[src/tpc_map.svh]
// Register offsets, field positions, reset values and timing counts
`ifndef TPC_MAP_SVH
`define TPC_MAP_SVH

`define TPC_OFF_PIN_EN    6'h33
`define TPC_OFF_PIN_VAL   6'h34
`define TPC_OFF_PROBE     6'h35
`define TPC_OFF_CODE_A  6'h36

`define TPC_RST_PIN_EN    8'h80
`define TPC_RST_PIN_VAL   8'h00
`define TPC_RST_CODE_A  8'h40

`define TPC_MASK_PIN_EN   8'hFE
`define TPC_MASK_PIN_VAL  8'hFE
`define TPC_MASK_CODE_A 8'hFF

`define TPC_B_UART_EN     7
`define TPC_B_USE_IO      7
`define TPC_B_NONLINEAR   6
`define TPC_B_DELIM_ADJ   4
`define TPC_F_PINS        6:1
`define TPC_F_CODE        3:0

`define TPC_CODE_CODE_A 4'h9
`define TPC_CODE_OFF      4'h0

`define TPC_ETU_CLKS      12'h080
`define TPC_ADJ_CLKS      12'h008
`define TPC_SOF_HI_MIN    12'h002
`define TPC_SOF_HI_MAX    12'h003
`define TPC_LOW_MIN       12'h00A
`define TPC_LOW_MAX       12'h00B

`endif

[src/tpc_pkg.sv]
// Types shared by the test port control block
package tpc_pkg;
   typedef enum logic [2:0] {
      TPC_R_NONE     = 3'b000,
      TPC_R_PIN_EN   = 3'b001,
      TPC_R_PIN_VAL  = 3'b010,
      TPC_R_PROBE    = 3'b011,
      TPC_R_CODE_A = 3'b100
   } tpc_reg_t;

   typedef enum logic [1:0] {
      TPC_C_IDLE  = 2'b00,
      TPC_C_CRC   = 2'b01,
      TPC_C_TEST  = 2'b10
   } tpc_cmd_t;
endpackage

[src/tpc_delim_if.sv]
// Delimiter settings and resulting phase lengths
`timescale 1ns/10ps
interface tpc_delim_if;
   logic        adjust;
   logic        width;
   logic [11:0] sofHigh;
   logic [11:0] sofLow;
   logic [11:0] eofLow;
   modport ctrl (output adjust, output width,
                 input sofHigh, input sofLow, input eofLow);
   modport calc (input adjust, input width,
                 output sofHigh, output sofLow, output eofLow);
endinterface

[src/tpc_delim_calc.sv]
// Type B start and end delimiter phase lengths in clocks
`timescale 1ns/10ps
`include "tpc_map.svh"
module tpc_delim_calc (
   input wire logic clk,
   input wire logic rst,
   tpc_delim_if.calc dl
);
   logic [11:0] hiEtu;
   logic [11:0] loEtu;

   always_comb begin
      hiEtu = dl.width ? `TPC_SOF_HI_MAX : `TPC_SOF_HI_MIN;
      loEtu = dl.width ? `TPC_LOW_MAX : `TPC_LOW_MIN;
   end

   always_ff @(posedge clk or posedge rst) begin
      if (rst) begin
         dl.sofHigh <= 12'h000;
         dl.sofLow  <= 12'h000;
         dl.eofLow  <= 12'h000;
      end else if (dl.adjust && dl.width) begin
         // RULE_12: trimmed phases
         dl.sofHigh <= 12'(`TPC_SOF_HI_MIN * `TPC_ETU_CLKS + `TPC_ADJ_CLKS);
         dl.sofLow  <= 12'(`TPC_LOW_MAX * `TPC_ETU_CLKS - `TPC_ADJ_CLKS);
         dl.eofLow  <= 12'(`TPC_LOW_MAX * `TPC_ETU_CLKS - `TPC_ADJ_CLKS);
      end else begin
         // RULE_11: max or min by width
         dl.sofHigh <= 12'(hiEtu * `TPC_ETU_CLKS);
         dl.sofLow  <= 12'(loEtu * `TPC_ETU_CLKS);
         dl.eofLow  <= 12'(loEtu * `TPC_ETU_CLKS);
      end
   end
endmodule

[src/tpc_pin_sync.sv]
// Three-stage synchroniser with agreement filter for the data pins
`timescale 1ns/10ps
module tpc_pin_sync (
   input  wire logic       clk,
   input  wire logic       rst,
   input  wire logic [5:0] pinIn,
   output logic      [5:0] pinLevel
);
   logic [5:0] s1Q;
   logic [5:0] s2Q;
   logic [5:0] s3Q;

   genvar i;
   generate
      for (i = 0; i < 6; i++) begin : gBit
         always_ff @(posedge clk or posedge rst) begin
            if (rst) begin
               s1Q[i]      <= 1'b0;
               s2Q[i]      <= 1'b0;
               s3Q[i]      <= 1'b0;
               pinLevel[i] <= 1'b0;
            end else begin
               s1Q[i] <= pinIn[i];
               s2Q[i] <= s1Q[i];
               s3Q[i] <= s2Q[i];
               // Only a level seen on two stages in a row counts
               if (s2Q[i] == s3Q[i]) begin
                  pinLevel[i] <= s3Q[i];
               end
            end
         end
      end
   endgenerate
endmodule

[src/tpc_test_port_ctrl.sv]
// Test port, probe view and self-test control registers
//
// Function
// RULE_01: Bit 7 of driver enable clear disables both auxiliary UART lines.
// RULE_02: Enable bits 6..1 switch on the matching data pin driver.
// RULE_03: With SPI host, software enables outputs only on pins one to four.
// RULE_04: With UART and auxiliary lines on, only pins one to four used. Code still enables D5 and D6 from bits 5 and 6 while bit 7 is set.
// RULE_05: I/O-use bit makes the port general I/O under serial host.
// RULE_06: In I/O mode enabled pins drive their pin value bits.
// RULE_07: Pin value read gives live pins in I/O mode, else stored bits. Code returns live pins whenever bit 7 is set, with or without serial host.
// RULE_08: Probe bus view is read-only; writes ignored; reset value undefined.
// RULE_09: Probe bus source chosen by a separate five-bit select field.
// RULE_10: Nonlinear bit set selects nonlinear receive processing at 106 kBd.
// RULE_11: Adjust clear: width bit picks maximum or minimum type B delimiters.
// RULE_12: Adjust and width set: high 2 ETU+8, lows 11 ETU-8 clocks.
// RULE_13: Self-test enabled only while the four-bit code equals 1001b.
// RULE_14: CRC command starts the self-test run while self-test enabled.
// RULE_15: Software writes 0000b to the code for normal operation.
// RULE_16: Driver enable register resets to 80h.
// RULE_17: Self-test control register resets to 40h.
// RULE_18: Pin value register resets to 00h.
// RULE_19: Reserved bits ignore writes and read zero, production bits kept.
`timescale 1ns/10ps
`include "tpc_map.svh"
module tpc_test_port_ctrl
   import tpc_pkg::*;
(
   input  wire logic             clk,
   input  wire logic             rst,
   input  wire logic [5:0]       regAddr,
   input  wire logic [7:0]       regWrData,
   input  wire logic             regWrEn,
   input  wire logic             regRdEn,
   output logic      [7:0]       regRdData,
   input  wire logic             hostSerialActive,
   input  wire logic [4:0]       probeBusSelect,
   input  wire logic [31:0][7:0] probeSrc,
   input  wire logic             delimWidth,
   input  wire logic             crcCmd,
   input  wire logic [5:0]       pinIn,
   output logic      [5:0]       pinOut,
   output logic      [5:0]       pinOe,
   output logic                  uartAuxEnable,
   output logic                  rxNonlinear,
   output logic                  selfTestEnable,
   output logic                  selfTestStart,
   output logic                  crcStart,
   output logic      [11:0]      sofHighLen,
   output logic      [11:0]      sofLowLen,
   output logic      [11:0]      eofLowLen
);
   logic [7:0] pinEnQ;
   logic [7:0] pinValQ;
   logic [7:0] selfTestQ;
   logic [5:0] pinLevel;
   logic [7:0] probeView;
   logic [7:0] rdMux;
   logic       ioMode;
   tpc_reg_t   wrSel;
   tpc_reg_t   rdSel;
   tpc_cmd_t   cmdD;

   tpc_delim_if dl ();

   // Shared by the write and the read path
   function automatic tpc_reg_t decodeReg(input logic [5:0] addr);
      case (addr)
         `TPC_OFF_PIN_EN:   decodeReg = TPC_R_PIN_EN;
         `TPC_OFF_PIN_VAL:  decodeReg = TPC_R_PIN_VAL;
         `TPC_OFF_PROBE:    decodeReg = TPC_R_PROBE;
         `TPC_OFF_CODE_A: decodeReg = TPC_R_CODE_A;
         default:           decodeReg = TPC_R_NONE;
      endcase
   endfunction

   tpc_pin_sync uSync (
      .clk      (clk),
      .rst      (rst),
      .pinIn    (pinIn),
      .pinLevel (pinLevel)
   );

   tpc_delim_calc uDelim (
      .clk (clk),
      .rst (rst),
      .dl  (dl.calc)
   );

   assign wrSel = regWrEn ? decodeReg(regAddr) : TPC_R_NONE;
   assign rdSel = regRdEn ? decodeReg(regAddr) : TPC_R_NONE;
   // RULE_05: I/O mode needs a serial host
   assign ioMode = pinValQ[`TPC_B_USE_IO] & hostSerialActive;
   // RULE_09: probe source by select field
   assign probeView = probeSrc[probeBusSelect];
   assign dl.adjust = selfTestQ[`TPC_B_DELIM_ADJ];
   assign dl.width  = delimWidth;
   assign sofHighLen = dl.sofHigh;
   assign sofLowLen  = dl.sofLow;
   assign eofLowLen  = dl.eofLow;

   // RULE_16: driver enable reset value
   always_ff @(posedge clk or posedge rst) begin
      if (rst) begin
         pinEnQ <= `TPC_RST_PIN_EN;
      end else if (wrSel == TPC_R_PIN_EN) begin
         // RULE_19: reserved bit forced zero
         pinEnQ <= regWrData & `TPC_MASK_PIN_EN;
      end
   end

   // RULE_18: pin value reset value
   always_ff @(posedge clk or posedge rst) begin
      if (rst) begin
         pinValQ <= `TPC_RST_PIN_VAL;
      end else if (wrSel == TPC_R_PIN_VAL) begin
         pinValQ <= regWrData & `TPC_MASK_PIN_VAL;
      end
   end

   // RULE_17: self-test control reset value
   always_ff @(posedge clk or posedge rst) begin
      if (rst) begin
         selfTestQ <= `TPC_RST_CODE_A;
      end else if (wrSel == TPC_R_CODE_A) begin
         // Production bits 7 and 5 are kept as written
         selfTestQ <= regWrData & `TPC_MASK_CODE_A;
      end
   end

   always_comb begin
      case (rdSel)
         TPC_R_PIN_EN:   rdMux = pinEnQ;
         // RULE_07: live pins whenever I/O-use bit 7 is set, serial host or not
         TPC_R_PIN_VAL:  rdMux = pinValQ[`TPC_B_USE_IO] ?
                                 {1'b1, pinLevel, 1'b0} : pinValQ;
         // RULE_08: probe view, no storage behind it
         TPC_R_PROBE:    rdMux = probeView;
         TPC_R_CODE_A: rdMux = selfTestQ;
         default:        rdMux = 8'h00;
      endcase
   end

   always_ff @(posedge clk or posedge rst) begin
      if (rst) begin
         regRdData <= 8'h00;
      end else if (regRdEn) begin
         regRdData <= rdMux;
      end
   end

   // RULE_01: auxiliary UART line gating
   always_ff @(posedge clk or posedge rst) begin
      if (rst) begin
         uartAuxEnable <= 1'b1;
      end else begin
         uartAuxEnable <= pinEnQ[`TPC_B_UART_EN];
      end
   end

   // RULE_02: per-pin driver enables
   // RULE_03: upper pins left to software discipline
   always_ff @(posedge clk or posedge rst) begin
      if (rst) begin
         pinOe <= 6'h00;
      end else begin
         pinOe <= pinEnQ[`TPC_F_PINS];
      end
   end

   // RULE_06: driven value in I/O mode
   always_ff @(posedge clk or posedge rst) begin
      if (rst) begin
         pinOut <= 6'h00;
      end else if (ioMode) begin
         pinOut <= pinValQ[`TPC_F_PINS];
      end else begin
         pinOut <= probeView[5:0];
      end
   end

   // RULE_10: receiver nonlinear mode
   always_ff @(posedge clk or posedge rst) begin
      if (rst) begin
         rxNonlinear <= 1'b1;
      end else begin
         rxNonlinear <= selfTestQ[`TPC_B_NONLINEAR];
      end
   end

   // RULE_13: exact code enables self-test
   always_ff @(posedge clk or posedge rst) begin
      if (rst) begin
         selfTestEnable <= 1'b0;
      end else begin
         selfTestEnable <= (selfTestQ[`TPC_F_CODE] == `TPC_CODE_CODE_A);
      end
   end

   // RULE_14: CRC command redirected to self-test
   always_comb begin
      case ({crcCmd, selfTestEnable})
         2'b10:   cmdD = TPC_C_CRC;
         2'b11:   cmdD = TPC_C_TEST;
         default: cmdD = TPC_C_IDLE;
      endcase
   end

   // Start pulses leave from flops, no decode glitch at the pins
   always_ff @(posedge clk or posedge rst) begin
      if (rst) begin
         crcStart      <= 1'b0;
         selfTestStart <= 1'b0;
      end else begin
         crcStart      <= (cmdD == TPC_C_CRC);
         selfTestStart <= (cmdD == TPC_C_TEST);
      end
   end
endmodule
[config.mk]
export PLATFORM = sky130hd
export DESIGN_NAME = tpc_test_port_ctrl
export DESIGN_NICKNAME = d
export VERILOG_FILES = /design/src/tpc_pkg.sv /design/src/tpc_delim_if.sv /design/src/tpc_delim_calc.sv /design/src/tpc_pin_sync.sv /design/src/tpc_test_port_ctrl.sv
export VERILOG_INCLUDE_DIRS = /design/src
export SDC_FILE = /design/constraint.sdc
export NUM_CORES = 1
export LEC_CHECK = 0
export BUFFER_PORTS_ARGS = -buffer_cell sky130_fd_sc_hd__buf_2
export CAP_MARGIN = 20
export CORE_AREA = 2 2 136 138
export DETAILED_ROUTE_END_ITERATION = 12
export DIE_AREA = 0 0 138 140
export SETUP_SLACK_MARGIN = 0.1
export SYNTH_ARGS = -nofsm -noshare
export SYNTH_HDL_FRONTEND = slang
export SYNTH_SLANG_ARGS = --single-unit
[constraint.sdc]
create_clock -name clk -period 3.25 [get_ports clk]
set_input_delay 0.4875 -clock clk [delete_from_list [all_inputs] [get_ports clk]]
set_output_delay 0.4875 -clock clk [all_outputs]
set_load 0.02 [all_outputs]
==> results.txt <==
Power, Total: 2.84 mW
total track usage: 0.177
DR WL/cell: 20.1 um
CORE AREA: 17800 um^2
reg2reg path depth: 2
chip height: 140 um
status: finished clean
DP Area: 6580 um^2
met1 Usage GRT: 0.221
total CTS buffers: 9
Post-CTS Hold Fix Bufs: 0
NumNets Final: 946
area of the multi-input gates: 2690 um^2
most numerous cell in the Yosys netlist: dfrtp_1
synthesized flop and latch total: 74
vias in the first global route: 4596
Clock Latency Late Sink: 320 ps
RSZ-0062 raised after global routing: false
Post-synth ARST share: 1.00
Top FF cell, synth: dfrtp_1
crit share post-route: 0.658
Max Clock Freq: 467 MHz
Synth Warn #: 0
drt via density: 4.91
HPWL Detailed: 15.2 mm
First-pass DRT Iterations: 4
Initial Util: 0.276
RePlAce Congestion: 0.836
clock-pin slew on the worst setup and hold paths: 60 ps
Syn Inst Count: 350
total number of vias: 4389
first-pass GRT wire length: 26.3 mm
leakage: 3.43 nW
max_cap viols: 0
Remaining DRCs: 0
commonest cells in the synthesized netlist: dfrtp_1, mux4_2, buf_4, o22ai_1, mux2_2
worst hold path type: in2async
sequential cell area: 1860 um^2
Req. time, crit path: 3460 ps
clk sinks: 74
TritonCTS clock tree: done
critical path type: in2reg
Fin Setup TNS: 0 ps
Max-slew headroom: 0.449
largest net degree at the start of global routing: 64
antenna-violating nets left: 0
Root Buffer: clkbuf_16
top cell type's share of synthesized area: 0.357
detailed-route wire length: 17.9 mm
final slew viol count: 0
Layout area overhead: 40.7%
number of synthesized flops with an enable pin: 0
Mapped Area: 4900 um^2
Startpoint Class: input pin
initial antenna violation count: 2
Setup crit end kind: flip-flop
Final setup viols: 0
post-CTS sizing: 0
Worst Path Max Fanout: 32
Least-Margin Pin Slew: 819 ps
port bufs: 329
Non-Filler Instances: 893
Mapped Avg Cell Area: 14.0 um^2
I/O Pins: 349
largest cells by area after synthesis: dfrtp_1, mux4_2, mux2_2
post-synth top area cell: dfrtp_1
met3 usage: 0.0332
minimum clock period: 2140 ps
Cell variety after synth: 41
H-Tree Depth: 3
Seq/Total Area, Yosys: 0.379
grt ovf: 0
crit path DAT: 2350 ps
row count: 49
chip width: 138 um
Die Area: 19300 um^2
placed cell count: 876
clock tree buffer depth: 2
Design Area, Final: 6900 um^2
layout cells sized above 1: 0.664
M2 GR Usage: 0.316
GRT busiest layer: met2
Post-CTS Setup Bufs: 0
Hold Fails Final Rpt: 0
Pwr Density: 411 nW/um^2
worst ir drop on vdd: 0.295 mV
FILL cells: 1742
worst clock skew: 9.01 ps
drt initial violations: 178
==> cell usage in the layout (no fill, tap or decap), types with 3 or more instances in the layout <==
cell type / instances
mux2i_1: 16
dfstp_2: 4
nor2b_1: 3
and3_1: 3
clkbuf_16: 9
a21o_1: 5
nand2_1: 8
mux2_2: 27
conb_1: 20
dfrtp_1: 70
nand3_1: 4
inv_1: 3
nand3b_1: 6
maj3_1: 6
buf_2: 328
nor4_1: 6
buf_4: 6
mux4_2: 53
o22ai_1: 31
a221oi_1: 7
mux4_1: 10
nor2_1: 10
==> metal layers <==
| metal | routed length (um) | share of wire |
|---|---|---|
| met3 | 1000 | 0.056 |
| met2 | 9280 | 0.52 |
| met1 | 7340 | 0.41 |
| met4 | 292 | 0.016 |
| met5 | 13 | 0.00073 |
==> report_power, final <==
group          internal, mW  leakage (nW)  total (mW)  switching (mW)
Clock                 0.672         0.150        1.03           0.358
Combinational         0.381          2.36       0.715           0.334
Sequential             1.02         0.915        1.09          0.0700
Total                  2.07          3.43        2.84           0.762
==> final cells by class <==
class	count	area share
clock inverters	5	0.0118
well taps	229	0.0415
repair buffers	336	0.250
diodes	1	0.000363
clock buffers	11	0.0337
inverters	5	0.00272
multi-input cells	232	0.390
flip-flops and latches	74	0.269
==> final timing paths <==
path	slack, ps	end	start
worst min register to register	350	uSync.s2Q[1]	uSync.s1Q[1]
worst max register to register	1850	pinOut[5]	pinValQ[7]
worst max-delay path	1110	pinOut[1]	probeBusSelect[1]
min in group clk	270	uSync.s1Q[2]	pinIn[2]
max in group asynchronous	2300	regRdData[0]	rst
worst min-delay path	180	uDelim.dl.eofLow[8]	rst
==> cell families (layout without fill, tap and decap cells) <==
group                    Yosys count  in the layout  share of synthesized area
adder cells (fa/ha/maj)            6              6                     0.0123
multiplexers                     106            106                      0.392
other                              2             21                    0.00153
AO/OA/AOI/OAI                     49             49                     0.0697
AND/OR/NAND/NOR                   51             51                     0.0600
flip-flops                        74             74                      0.379
buffers and inverters             62            357                     0.0858
==> through the flow <==
| step | util | hold slack [ps] | setup WS (ps) |
|---|---|---|---|
| after floorplan | - | 331 | 887 |
| after global placement | 0.370 | 334 | 769 |
| after detailed placement | 0.370 | 337 | 752 |
| after CTS | 0.388 | 188 | 1090 |
| after global routing | 0.388 | 223 | 990 |
| final | 0.388 | 180 | 1110 |
==> registers in the layout (all words and copies together), names as in the netlist, 7 cells and up <==
| signal | count |
|---|---|
| selfTestQ | 8 |
| pinEnQ | 7 |
| pinValQ | 7 |
| regRdData | 8 |
==> worst max-delay path, stage by stage <==
cell and delay [ps]:
buf_4 350, buf_12 310, mux4_2 540, o22ai_1 220, nor4_1 140, mux2_2 280
Power figures use the tool's default switching activity.
